==> src/obd_defs.vh <==
// Constants for the option byte and bootstrap decode block.
// Assumes it is included by bare name from the design files.
`ifndef OBD_DEFS_VH
`define OBD_DEFS_VH

// Register indices; byte address is four times the index
`define OBD_IDX_OPTION    16'h7FDE
`define OBD_IDX_CTRL      16'h0000
`define OBD_IDX_STAT      16'h0001
`define OBD_ADDR_W        18

// Option byte field positions
`define OBD_OPT_WOI       7
`define OBD_OPT_DIVA      6
`define OBD_OPT_DIVB      5
`define OBD_OPT_RESET_STRETCH_SELECT      4
`define OBD_OPT_WATCHDOG_ON_AFTER_RESET      3
`define OBD_OPT_WATCHDOG_ON_IN_WAIT      2
`define OBD_OPT_PORT_B_PULLDOWN_ENABLE      1
`define OBD_OPT_PORT_C_PULLDOWN_ENABLE      0

// Control register fields and reset value
`define OBD_CTRL_WIRED_OR_SOFT_ENABLE     0
`define OBD_CTRL_RST      32'h0000_0000

// Status register fields
`define OBD_ST_BOOT       0
`define OBD_ST_WDOG       1
`define OBD_ST_INRST      2
`define OBD_ST_DIV_LO     4

// Clock divide ratios
`define OBD_DIV_2         4'h2
`define OBD_DIV_4         4'h4
`define OBD_DIV_8         4'h8
`define OBD_DIV_10        4'hA

// Power-on reset stretch, in cycles of the device clock
`define OBD_POR_SHORT     12'h010
`define OBD_POR_LONG      12'hFE0

// Bootstrap ROM windows and vectors
`define OBD_ROM0_LO       16'h0200
`define OBD_ROM0_HI       16'h024F
`define OBD_ROM1_LO       16'h03B0
`define OBD_ROM1_HI       16'h3FFF
`define OBD_ROM2_LO       16'h7E00
`define OBD_ROM2_HI       16'h7FDD
`define OBD_ROM3_LO       16'h7FE0
`define OBD_ROM3_HI       16'h7FEF
`define OBD_BOOT_VEC      16'h7FEE
`define OBD_USER_VEC      16'hFFFE

// AXI responses
`define OBD_RESP_OKAY     2'b00
`define OBD_RESP_SLVERR   2'b10

`endif

==> src/obd_pulldown.v <==
// Per-port pull-down enable generator, one instance per port.
// Assumes direction bits are high for output pins.
`timescale 1ns/1ps
`default_nettype none
module obd_pulldown (
  // Clock and reset
  input  wire       sys_clk_in,
  input  wire       nrst_in,
  // Option and direction
  input  wire       enable_in,
  input  wire [7:0] dir_out_in,
  // Pull-down enables
  output reg  [7:0] pulldown_out
);

  ////////////////////////////////////////////////////////////////////////////
  // A pull-down only loads a pin that nothing drives
  always @(posedge sys_clk_in or negedge nrst_in) begin
    if (!nrst_in) begin
      pulldown_out <= 8'h00;
    end else begin
      pulldown_out <= {8{enable_in}} & ~dir_out_in;
    end
  end

endmodule
`default_nettype wire

==> src/obd_top.v <==
// Option byte decode, reset stretch and bootstrap entry detection.
// Assumes synchronous pins, an AXI4-Lite master and a non-volatile option byte input.
// Operation
// - Wired-OR interrupt needs both option enable and soft enable set.
// - Wired-OR source is every port B pin configured as input.
// - Soft wired-OR enable forced to zero while option enable is clear.
// - Divider: both set 2, a only 4, b only 8, none 10.
// - Bootstrap mode forces divide ratio two.
// - After power-on hold reset pin low 16 or 4064 cycles.
// - Watchdog-after-reset bit set runs watchdog after reset, except bootstrap.
// - Watchdog-after-reset bit clear leaves watchdog disabled after reset.
// - Watchdog-in-wait bit chooses counting or disabled during wait.
// - Port B pull-down enabled per input pin when option set.
// - Port C pull-down enabled per input pin when option set.
// - No reset alters the option byte bits.
// - Bootstrap keeps all options except divide ratio and watchdog-after-reset as programmed.
// - Bootstrap on reset rise: high-volt irq or mode pin, cap1 high, cap2 low.
// - Bootstrap start address fetched from vector at 7FEE and 7FEF.
// - Bootstrap ROM mapped at four documented address windows.
//
// Added by the designer: the AXI4-Lite interface to the registers.
`timescale 1ns/1ps
`default_nettype none
`include "obd_defs.vh"
module obd_top (
  // Clock and reset
  input  wire                   sys_clk_in,
  input  wire                   nrst_in,
  // Non-volatile option byte
  input  wire [7:0]             option_byte_in,
  // Reset pin, open drain
  input  wire                   reset_pin_in,
  output reg                    reset_pin_out,
  output reg                    reset_pin_oe_out,
  // Bootstrap selection pins
  input  wire                   irq_high_volt_in,
  input  wire                   mode_select_pin_in,
  input  wire                   capture_pin_one_in,
  input  wire                   capture_pin_two_in,
  // CPU side
  input  wire                   wait_mode_in,
  input  wire [15:0]            cpu_addr_in,
  output reg                    cpu_reset_out,
  output reg                    boot_mode_out,
  output reg  [15:0]            reset_vector_out,
  output reg                    boot_rom_sel_out,
  output reg  [3:0]             clock_div_out,
  output reg                    watchdog_run_out,
  // Ports
  input  wire [7:0]             port_b_pin_in,
  input  wire [7:0]             port_b_dir_in,
  input  wire [7:0]             port_c_dir_in,
  output wire [7:0]             port_b_pulldown_out,
  output wire [7:0]             port_c_pulldown_out,
  output reg                    wired_or_irq_out,
  // AXI4-Lite write address
  input  wire [`OBD_ADDR_W-1:0] s_axi_awaddr,
  input  wire                   s_axi_awvalid,
  output reg                    s_axi_awready,
  // AXI4-Lite write data
  input  wire [31:0]            s_axi_wdata,
  input  wire [3:0]             s_axi_wstrb,
  input  wire                   s_axi_wvalid,
  output reg                    s_axi_wready,
  // AXI4-Lite write response
  output reg  [1:0]             s_axi_bresp,
  output reg                    s_axi_bvalid,
  input  wire                   s_axi_bready,
  // AXI4-Lite read address
  input  wire [`OBD_ADDR_W-1:0] s_axi_araddr,
  input  wire                   s_axi_arvalid,
  output reg                    s_axi_arready,
  // AXI4-Lite read data
  output reg  [31:0]            s_axi_rdata,
  output reg  [1:0]             s_axi_rresp,
  output reg                    s_axi_rvalid,
  input  wire                   s_axi_rready
);

  localparam [`OBD_ADDR_W-1:0] ADDR_OPTION = {`OBD_IDX_OPTION, 2'b00};
  localparam [`OBD_ADDR_W-1:0] ADDR_CTRL   = {`OBD_IDX_CTRL, 2'b00};
  localparam [`OBD_ADDR_W-1:0] ADDR_STAT   = {`OBD_IDX_STAT, 2'b00};

  // Reset sequencer states, one-hot
  localparam [3:0] ST_LOAD    = 4'b0001;
  localparam [3:0] ST_STRETCH = 4'b0010;
  localparam [3:0] ST_PIN     = 4'b0100;
  localparam [3:0] ST_RUN     = 4'b1000;

  reg  [3:0]  state_q;
  reg  [11:0] stretch_cnt_q;
  reg  [7:0]  opt_q;
  reg         boot_q;
  reg         wired_or_soft_enable_q;
  reg         aw_held_q;
  reg         w_held_q;
  reg  [`OBD_ADDR_W-1:0] aw_addr_q;
  reg  [31:0] w_data_q;
  reg  [3:0]  w_strb_q;
  reg  [3:0]  div_d;
  reg  [31:0] rdata_d;
  reg  [1:0]  rresp_d;
  wire        boot_entry;
  wire        wdog_base;
  wire        aw_take;
  wire        w_take;
  wire        wr_go;
  wire        ar_take;

  ////////////////////////////////////////////////////////////////////////////
  // Bootstrap entry condition, sampled while the reset pin rises
  assign boot_entry = (irq_high_volt_in | mode_select_pin_in) &
                      capture_pin_one_in & ~capture_pin_two_in;

  // Reset sequencer: capture, power-on stretch, wait for the pin, run.
  // The option byte is only read here, never written, so resets leave it alone.
  always @(posedge sys_clk_in or negedge nrst_in) begin
    if (!nrst_in) begin
      state_q       <= ST_LOAD;
      stretch_cnt_q <= 12'h000;
      opt_q         <= 8'h00;
      boot_q        <= 1'b0;
    end else begin
      case (state_q)
        ST_LOAD: begin
          opt_q         <= option_byte_in;
          stretch_cnt_q <= option_byte_in[`OBD_OPT_RESET_STRETCH_SELECT] ?
                           `OBD_POR_SHORT : `OBD_POR_LONG;
          state_q       <= ST_STRETCH;
        end
        ST_STRETCH: begin
          if (stretch_cnt_q == 12'h001) begin
            state_q <= ST_PIN;
          end
          stretch_cnt_q <= stretch_cnt_q - 12'h001;
        end
        ST_PIN: begin
          // Pins hold three cycles past the rise, so this sample is safe
          if (reset_pin_in) begin
            opt_q   <= option_byte_in;
            boot_q  <= boot_entry;
            state_q <= ST_RUN;
          end
        end
        ST_RUN: begin
          // External reset: no stretch, options recaptured on release
          if (!reset_pin_in) begin
            state_q <= ST_PIN;
          end
        end
        default: begin
          state_q <= ST_LOAD;
        end
      endcase
    end
  end

  ////////////////////////////////////////////////////////////////////////////
  // Divide ratio decode; bootstrap overrides this setting and the watchdog-after-reset bit
  always @* begin
    case ({opt_q[`OBD_OPT_DIVA], opt_q[`OBD_OPT_DIVB]})
      2'b11:   div_d = `OBD_DIV_2;
      2'b10:   div_d = `OBD_DIV_4;
      2'b01:   div_d = `OBD_DIV_8;
      default: div_d = `OBD_DIV_10;
    endcase
    if (boot_q) begin
      div_d = `OBD_DIV_2;
    end
  end

  // Watchdog comes up running only with the bit set and outside bootstrap
  assign wdog_base = opt_q[`OBD_OPT_WATCHDOG_ON_AFTER_RESET] & ~boot_q;

  ////////////////////////////////////////////////////////////////////////////
  // Registered outputs toward CPU, clock generator, watchdog and reset pin
  always @(posedge sys_clk_in or negedge nrst_in) begin
    if (!nrst_in) begin
      reset_pin_out    <= 1'b0;
      reset_pin_oe_out <= 1'b1;
      cpu_reset_out    <= 1'b1;
      boot_mode_out    <= 1'b0;
      reset_vector_out <= `OBD_USER_VEC;
      boot_rom_sel_out <= 1'b0;
      clock_div_out    <= `OBD_DIV_10;
      watchdog_run_out <= 1'b0;
      wired_or_irq_out <= 1'b0;
    end else begin
      reset_pin_out    <= 1'b0;
      reset_pin_oe_out <= (state_q == ST_LOAD) | (state_q == ST_STRETCH);
      cpu_reset_out    <= (state_q != ST_RUN);
      boot_mode_out    <= boot_q;
      reset_vector_out <= boot_q ? `OBD_BOOT_VEC : `OBD_USER_VEC;
      boot_rom_sel_out <= boot_q & (
        ((cpu_addr_in >= `OBD_ROM0_LO) & (cpu_addr_in <= `OBD_ROM0_HI)) |
        ((cpu_addr_in >= `OBD_ROM1_LO) & (cpu_addr_in <= `OBD_ROM1_HI)) |
        ((cpu_addr_in >= `OBD_ROM2_LO) & (cpu_addr_in <= `OBD_ROM2_HI)) |
        ((cpu_addr_in >= `OBD_ROM3_LO) & (cpu_addr_in <= `OBD_ROM3_HI)));
      clock_div_out    <= div_d;
      // Wait keeps the watchdog only when the wait option allows it
      watchdog_run_out <= (state_q == ST_RUN) & wdog_base &
                          (~wait_mode_in | opt_q[`OBD_OPT_WATCHDOG_ON_IN_WAIT]);
      // Port B input pins pulled low raise the wired-OR request
      wired_or_irq_out <= (state_q == ST_RUN) & opt_q[`OBD_OPT_WOI] & wired_or_soft_enable_q &
                          (|(~port_b_dir_in & ~port_b_pin_in));
    end
  end

  ////////////////////////////////////////////////////////////////////////////
  // Port pull-downs follow the captured option, even in bootstrap
  obd_pulldown u_pd_b (
    .sys_clk_in   (sys_clk_in),
    .nrst_in      (nrst_in),
    .enable_in    (opt_q[`OBD_OPT_PORT_B_PULLDOWN_ENABLE]),
    .dir_out_in   (port_b_dir_in),
    .pulldown_out (port_b_pulldown_out)
  );

  obd_pulldown u_pd_c (
    .sys_clk_in   (sys_clk_in),
    .nrst_in      (nrst_in),
    .enable_in    (opt_q[`OBD_OPT_PORT_C_PULLDOWN_ENABLE]),
    .dir_out_in   (port_c_dir_in),
    .pulldown_out (port_c_pulldown_out)
  );

  ////////////////////////////////////////////////////////////////////////////
  // AXI write path: address and data caught in either order
  assign aw_take = s_axi_awvalid & s_axi_awready;
  assign w_take  = s_axi_wvalid & s_axi_wready;
  assign wr_go   = aw_held_q & w_held_q & ~s_axi_bvalid;

  always @(posedge sys_clk_in or negedge nrst_in) begin
    if (!nrst_in) begin
      s_axi_awready <= 1'b0;
      s_axi_wready  <= 1'b0;
      s_axi_bvalid  <= 1'b0;
      s_axi_bresp   <= `OBD_RESP_OKAY;
      aw_held_q     <= 1'b0;
      w_held_q      <= 1'b0;
      aw_addr_q     <= {`OBD_ADDR_W{1'b0}};
      w_data_q      <= 32'h0000_0000;
      w_strb_q      <= 4'h0;
      wired_or_soft_enable_q        <= 1'b0;
    end else begin
      s_axi_awready <= ~aw_held_q & ~aw_take & ~s_axi_awready;
      s_axi_wready  <= ~w_held_q & ~w_take & ~s_axi_wready;
      if (aw_take) begin
        aw_held_q <= 1'b1;
        aw_addr_q <= s_axi_awaddr;
      end
      if (w_take) begin
        w_held_q <= 1'b1;
        w_data_q <= s_axi_wdata;
        w_strb_q <= s_axi_wstrb;
      end
      if (wr_go) begin
        aw_held_q    <= 1'b0;
        w_held_q     <= 1'b0;
        s_axi_bvalid <= 1'b1;
        s_axi_bresp  <= (aw_addr_q == ADDR_CTRL) ? `OBD_RESP_OKAY : `OBD_RESP_SLVERR;
        if ((aw_addr_q == ADDR_CTRL) & w_strb_q[0]) begin
          wired_or_soft_enable_q <= w_data_q[`OBD_CTRL_WIRED_OR_SOFT_ENABLE];
        end
      end else if (s_axi_bvalid & s_axi_bready) begin
        s_axi_bvalid <= 1'b0;
      end
      // Soft enable cannot stick while the option blocks it, nor across reset
      if (!opt_q[`OBD_OPT_WOI] | (state_q != ST_RUN)) begin
        wired_or_soft_enable_q <= 1'b0;
      end
    end
  end

  ////////////////////////////////////////////////////////////////////////////
  // AXI read decode; unmapped addresses answer with an error and zero
  always @* begin
    rdata_d = 32'h0000_0000;
    rresp_d = `OBD_RESP_OKAY;
    case (s_axi_araddr)
      ADDR_OPTION: rdata_d[7:0] = opt_q;
      ADDR_CTRL:   rdata_d[`OBD_CTRL_WIRED_OR_SOFT_ENABLE] = wired_or_soft_enable_q;
      ADDR_STAT: begin
        rdata_d[`OBD_ST_BOOT]  = boot_q;
        rdata_d[`OBD_ST_WDOG]  = watchdog_run_out;
        rdata_d[`OBD_ST_INRST] = cpu_reset_out;
        rdata_d[`OBD_ST_DIV_LO+3:`OBD_ST_DIV_LO] = clock_div_out;
      end
      default:     rresp_d = `OBD_RESP_SLVERR;
    endcase
  end

  assign ar_take = s_axi_arvalid & s_axi_arready;

  // One read at a time: ready drops while the answer stands
  always @(posedge sys_clk_in or negedge nrst_in) begin
    if (!nrst_in) begin
      s_axi_arready <= 1'b0;
      s_axi_rvalid  <= 1'b0;
      s_axi_rdata   <= 32'h0000_0000;
      s_axi_rresp   <= `OBD_RESP_OKAY;
    end else begin
      s_axi_arready <= ~s_axi_rvalid & ~ar_take & ~s_axi_arready;
      if (ar_take) begin
        s_axi_rvalid <= 1'b1;
        s_axi_rdata  <= rdata_d;
        s_axi_rresp  <= rresp_d;
      end else if (s_axi_rvalid & s_axi_rready) begin
        s_axi_rvalid <= 1'b0;
      end
    end
  end

endmodule
`default_nettype wire

==> config.mk <==
export PLATFORM = sky130hd
export DESIGN_NAME = obd_top
export DESIGN_NICKNAME = d
export VERILOG_FILES = /design/src/obd_pulldown.v /design/src/obd_top.v
export VERILOG_INCLUDE_DIRS = /design/src
export SDC_FILE = /design/constraint.sdc
export NUM_CORES = 1
export LEC_CHECK = 0
export ABC_AREA = 1
export BUFFER_PORTS_ARGS = -buffer_cell sky130_fd_sc_hd__buf_2
export CORE_MARGIN = 5
export CORE_UTILIZATION = 47
export DETAILED_ROUTE_END_ITERATION = 8
export GPL_ROUTABILITY_DRIVEN = 0
export PLACE_DENSITY = 0.9
export SLEW_MARGIN = 15
export SYNTH_ARGS = -nofsm -noshare
export SYNTH_HDL_FRONTEND = slang
export SYNTH_SLANG_ARGS = --single-unit
==> constraint.sdc <==
create_clock -name sys_clk_in -period 2 [get_ports sys_clk_in]
set_clock_uncertainty 0.1 [all_clocks]
set_input_delay 0.1 -clock sys_clk_in [delete_from_list [all_inputs] [get_ports sys_clk_in]]
set_output_delay 0.1 -clock sys_clk_in [all_outputs]
set_load 0.02 [all_outputs]
# ---- Word-level counts from Yosys, hierarchy flattened
# Index checks and enable logic that the tools add are counted.
dict set report word_totals {
  regBits 107
  input_bits 133
  out_inout_bits 84
  wordCells 149
}
dict set report classes {
  addsub 1
  order_cmp 8
  eq_ne 14
  muxes 28
  bitwise_logic 53
  reduce_logical 17
}
# op count
set op_table {}
lappend op_table {{18-bit zero test} 2}
lappend op_table {{16-bit by 10-bit >= comparator with 1-bit output, second input constant} 2}
lappend op_table {{16-bit by 15-bit >= comparator with 1-bit output, second input constant} 2}
lappend op_table {{16-bit by 15-bit less-or-equal comparator with 1-bit output, second input constant} 2}
lappend op_table {{1-bit bitwise AND} 27}
lappend op_table {{8-bit bitwise AND} 3}
lappend op_table {{8-bit inverter} 3}
lappend op_table {{12-bit case mux with 2 select lines} 1}
lappend op_table {{18-bit by 17-bit equality test with 1-bit output, second input constant} 1}
lappend op_table {{18-bit by 3-bit equality test with 1-bit output, second input constant} 1}
lappend op_table {{16-bit by 10-bit less-or-equal comparator with 1-bit output, second input constant} 1}
lappend op_table {{16-bit by 14-bit less-or-equal comparator with 1-bit output, second input constant} 1}
lappend op_table {{16-bit two-way mux} 1}
lappend op_table {{4-bit two-way mux} 4}
lappend op_table {{4-bit case mux with 4 select lines} 1}
lappend op_table {{8-bit case mux with 2 select lines} 1}
lappend op_table {{2-bit nonzero test} 8}
lappend op_table {{1-bit inverter} 13}
lappend op_table {{12-bit by 1-bit equality test with 1-bit output, second input constant} 1}
lappend op_table {{1-bit two-way mux} 12}
lappend op_table {{12-bit two-way mux} 1}
lappend op_table {{4-bit case mux with 3 select lines} 1}
lappend op_table {{12-bit by 1-bit subtractor with 12-bit output, second input constant} 1}
lappend op_table {{8-bit two-way mux} 1}
lappend op_table {{other kinds (18)} 30}

# ---- Logic depth before layout (Yosys ltp)
dict set report logic_depth {
  depth_word 6
  ltp_mapped 10
  mapped_depth_nobuf 10
}

# ---- Modules after synthesis
# From an unflattened synthesis, not the netlist that was laid out.
dict set report hier_totals {
  cells_unflattened 538
  area_unflattened_um2 4501.8
}
# mod instances cells_per_inst area_per_inst_um2 seq_area_each_um2
set by_module_without_submodules {}
lappend by_module_without_submodules {obd_top 1 504 4033.9 1834.3}
lappend by_module_without_submodules {obd_pulldown 2 17 234.0 200.2}

# ---- Worst setup path after synthesis
# No wires, ideal clock.
dict set report synth_timing {
  path_type {flip-flop to flip-flop}
  from {register state_q[0]}
  to {register stretch_cnt_q[8]}
  setup_time_ps 115
  arrival_ps 1275
  required_time_ps 1785
  path_slack_ps 510
  path_stages_with_launch 10
  path_buffers 0
  synth_period_minus_slack_ps 1490
  cell_sequence {dfstp_2 > inv_2 > nor2_2 > nand2_4 > nand2_4 > inv_4 > nor2_4 > o21ai_2 > o21ai_2 > inv_2}
}
dict set report synth_via {
  elab_chain_cells 2
  word_cells_on_any_way 4
  classes_between {eq/ne: 2; mux: 1; reduce/logical: 1}
}
# element line
set synth_rtl {}
lappend synth_rtl {{start, declared} obd_top.v:90} ;# reg [3:0] state_q;
lappend synth_rtl {{start signal, assigned} obd_top.v:119} ;# state_q <= ST_LOAD;
lappend synth_rtl {{start signal, assigned} obd_top.v:129} ;# state_q <= ST_STRETCH;
lappend synth_rtl {{start signal, assigned} obd_top.v:133} ;# state_q <= ST_PIN;
lappend synth_rtl {{4-bit by 2-bit equality test with 1-bit output / 4-bit by 1-bit equality test with 1-bit output (equally long branches)} obd_top.v:124} ;# case (state_q)
lappend synth_rtl {{12-bit case mux with 2 select lines / 2-bit nonzero test (equally long branches)} n/a}
lappend synth_rtl {{end signal, assigned} obd_top.v:127} ;# stretch_cnt_q <= option_byte_in[`OBD_OPT_RESET_STRETCH_SELECT] ?
lappend synth_rtl {{end signal, assigned} obd_top.v:135} ;# stretch_cnt_q <= stretch_cnt_q - 12'h001;
lappend synth_rtl {{end, declared} obd_top.v:91} ;# reg [11:0] stretch_cnt_q;
# Parallel ways exist; a longest one is shown, timed or not.
# A chain may end at the register's enable or synchronous reset.

# ---- Worst setup path in the final report
dict set report layout_timing {
  from {register state_q[2]}
  to {register boot_q}
}
dict set report layout_via {
  elab_chain_cells 2
}
# element line
set layout_rtl {}
lappend layout_rtl {{4-bit by 3-bit equality test with 1-bit output} obd_top.v:124}
lappend layout_rtl {{2-bit AND reduction (no source line)} n/a}
lappend layout_rtl {{end signal, assigned} obd_top.v:141} ;# boot_q <= boot_entry;
lappend layout_rtl {{end, declared} obd_top.v:93} ;# reg boot_q;
# Every way passes these cells.

==> impl_metrics.csv <==
group,metric,value,unit
clock_network,cts_made_buffers,9,
detailed_routing,firstDrtPassIters,5,
place,portBuffers,140,
floorplanning,start_util,48.22,%
cells_and_area,nFillCells,686,
worst_setup_path,worstPathRequired,2.13,ns
worst_hold_path,hold_depth,5,
yosys,yosysWarnings,0,
worst_setup_path,cp-start-kind,"flip-flop",
yosys,synth.top_cell.area_share,46.39,%
clock_network,clkLatencyLatePin,0.36,ns
worst_setup_path,crit_type,"reg2reg",
detailed_routing,ant_nets,0,
global_routing,grt_pass1_wl,18.80,mm
sta,hold_ws,0.03989,ns
cells_and_area,layout.nets,896,
detailed_routing,wire_per_inst,13.31,µm
yosys,synthCells,553,
yosys,postSynthAreaPerCell,8.095,µm²
worst_setup_path,slowest_stage,"dlygate4sd3_1",
sta,worst_pin_slew,0.6134,ns
yosys,synthTopCellsByArea,"dfrtp_1 46%, nand2_1 12%, buf_4 7.2%, nor2_1 7.0%, inv_1 4.6%",
sta,setup_violations,0,
cells_and_area,synthToLayoutAreaGrowth,32.81,%
worst_setup_path,slowest_delay,0.56,ns
detailed_routing,drt_iter0_markers,276,
global_routing,grt_pass1_vias,4117,
yosys,ys_types,35,
detailed_routing,drc,0,
floorplanning,io_pins,217,
clock_network,clk_path_buf_depth,2,
sta,period_minus_slack,1.896,ns
outcome,outcome,"complete, no violations",
cells_and_area,drive_above_1_share,25.16,%
clock_network,root_buffer,"clkbuf_8",
cells_and_area,antenna_cells,0,
yosys,ys_ff_latch,89,
sta,setup_tns,0,ns
pwr,power.leakage,3.233,nW
detailed_routing,drt-total-wl,11.87,mm
worst_setup_path,cp-end-kind,"flip-flop",
sta,slew_viol_final,0,
clock_network,htreeDepth,3,
worst_hold_path,worstHoldPathType,"in2reg",
global_routing,antenna_found_initial,0,
global_routing,grt_usage,20.23,%
worst_setup_path,r2r.worst_path.cells,6,
yosys,synth.yosys.seq_area_share,49.92,%
sta,fmaxAchievable,0.5276,GHz
global_routing,grt.overflow.total,0,
sta,relSlewSlack,59.06,%
floorplanning,rows,35,
pwr,p_total,6.814,mW
clock_network,cts_sinks,89,
worst_setup_path,crit_chain,"inv_1, nor4_4, nand2_2, nand2_1, o31ai_2, dlygate4sd3_1",
pwr,p_per_area,1146,nW/µm²
flow_run,drv_cap,0,
clock_network,clkTransAtPathRegs,0.10,ns
detailed_routing,routed_via_density,4.760,
global_routing,grt_max_degree,41,
sta,hold_viol_final,0,
worst_setup_path,worst-endpoint-arrival,2.02,ns
floorplanning,fp.dieArea,11580,µm²
floorplanning,die_x,107.6,µm
yosys,syn_area,4477,µm²
floorplanning,die_h,107.6,µm
yosys,netlist.top_cell.by_area,"dfrtp_1",
place,dp_hpwl,8.063,mm
clock_network,cts_tree,"built",
detailed_routing,vias,4246,
floorplanning,core-area,9284,µm²
pwr,max-vdd-ir-drop,0.5169,mV
sta,period_share,94.78,%
worst_setup_path,cp_max_fo,4,
## final cells by class
type	instances	area, µm²	share of cell area (%)
Tap cell	129	161.4	2.715
Inverter	61	231.5	3.893
Clock buffer	9	123.9	2.083
Multi-Input combinational cell	395	1813	30.49
Sequential cell	89	2236	37.61
Timing Repair Buffer	202	1309	22.01
Clock inverter	7	71.32	1.199
## cell usage after synthesis
cell,instances
nor3b_1,3
inv_2,3
inv_4,1
ha_1,5
clkinv_1,2
nand2_4,3
buf_4,43
o211ai_1,2
nand2_2,3
o21ai_1,8
dfstp_2,6
or2_2,1
nand2_1,148
inv_1,55
nand3_1,20
o21ai_2,4
conb_1,2
xor2_1,1
o22ai_1,2
nor2_1,84
o21ai_0,22
nor3_1,8
nor2_2,3
o31ai_1,4
clkbuf_1,4
a22oi_1,1
nand4_1,13
nor4_1,1
nor2_4,2
nand3_4,1
dfrtp_1,83
nor4_4,1
buf_8,1
a2111oi_0,1
a21oi_1,12
## power by group
| part | internal (mW) | leakage, nW | switching, mW |
|---|---|---|---|
| Combinational | 0.958 | 2.02 | 1.80 |
| Clock | 0.486 | 0.0926 | 0.701 |
| Sequential | 2.48 | 1.12 | 0.386 |
## per-stage QoR
stage	std cells	setup slack, ns	area (µm²)	utilization (%)
3_5_place_dp	818	0.3534	5169	55.67
2_1_floorplan	593	0.5103	4627	-
5_1_grt	892	-0.01197	5946	64.04
6_report	892	0.1045	5946	64.04
3_3_place_gp	818	0.4041	5169	55.67
4_1_cts	890	0.08300	5924	63.81
## worst max-delay path: cells and delay by family, from the launching register on
family                 cells  cell delay [ns]
and+or+nand+nor            3             0.54
AOI/OAI and AO/OA          1             0.07
buffers and inverters      2             0.67
DFF                        1             0.41
## worst paths after layout
check | start | end | slack (ns)
worst max-delay path | state_q[2] | boot_q | 0.10
worst min-delay path | cpu_addr_in[11] | boot_rom_sel_out | 0.04
worst max register to register | state_q[2] | boot_q | 0.10
worst min register to register | s_axi_rvalid | s_axi_arready | 0.35
max in group asynchronous | nrst_in | state_q[0] | 0.96
min in group asynchronous | nrst_in | u_pd_c.pulldown_out[6] | 0.13
## registers in the layout, indices dropped and copies added, names as in the netlist, 3 cells and up
register / flops
aw_addr_q: 18
clock_div_out: 3
opt_q: 8
s_axi_rdata: 8
state_q: 4
stretch_cnt_q: 12
u_pd_b.pulldown_out: 8
u_pd_c.pulldown_out: 8
## timing repair
item / in CTS / in global routing
gates resized for setup: 0 / 2
hold buffers: 56 / 0
setup endpoints to repair: 0 / 1
endpoints found under the hold margin: 89 / 0
buffers inserted: 0 / 2
## placed cells by master, fill, tap and decap left out, types with 2 or more instances in the layout
cell | Yosys | layout
nor3b_1 | 3 | 3
nand2_4 | 3 | 3
o21ai_2 | 4 | 4
clkinvlp_4 | 0 | 2
ha_1 | 5 | 5
o31ai_1 | 4 | 3
inv_2 | 3 | 3
nand4_1 | 13 | 13
o21ai_0 | 22 | 22
o22ai_1 | 2 | 2
dfrtp_1 | 83 | 82
o21ai_1 | 8 | 8
nor2_4 | 2 | 2
dfstp_2 | 6 | 6
nor2_2 | 3 | 3
nand2_1 | 148 | 148
o211ai_1 | 2 | 2
nor3_1 | 8 | 8
inv_8 | 0 | 2
clkinv_1 | 2 | 2
nand3_1 | 20 | 20
a21oi_1 | 12 | 12
inv_1 | 55 | 55
buf_4 | 43 | 7
conb_1 | 2 | 42
nand2_2 | 3 | 3
dlygate4sd3_1 | 0 | 56
nor2_1 | 84 | 84
buf_2 | 0 | 139
clkbuf_8 | 0 | 9
## logic make-up (layout without fill, tap and decap cells)
group	count (synthesis)	after routing	share of synthesized area, %
other	2	42	0.1678
adder cells (fa/ha/maj)	5	5	1.397
AND/OR/NAND/NOR	291	291	28.14
XOR/XNOR	1	1	0.1957
buffers and inverters	109	279	13.05
AO/OA/AOI/OAI	56	56	7.127
flip-flops	89	89	49.92
## routing by layer
layer / share of wire (%) / track usage, % / vias up
met5: 0 / 0 / -
met4: 2.2 / 6.583 / 0
met3: 8.2 / 5.579 / 28
met2: 52 / 37.26 / 188
met1: 37 / 22.35 / 1963
li1: - / - / 2067
No activity file was read; power rests on OpenSTA's default activity.
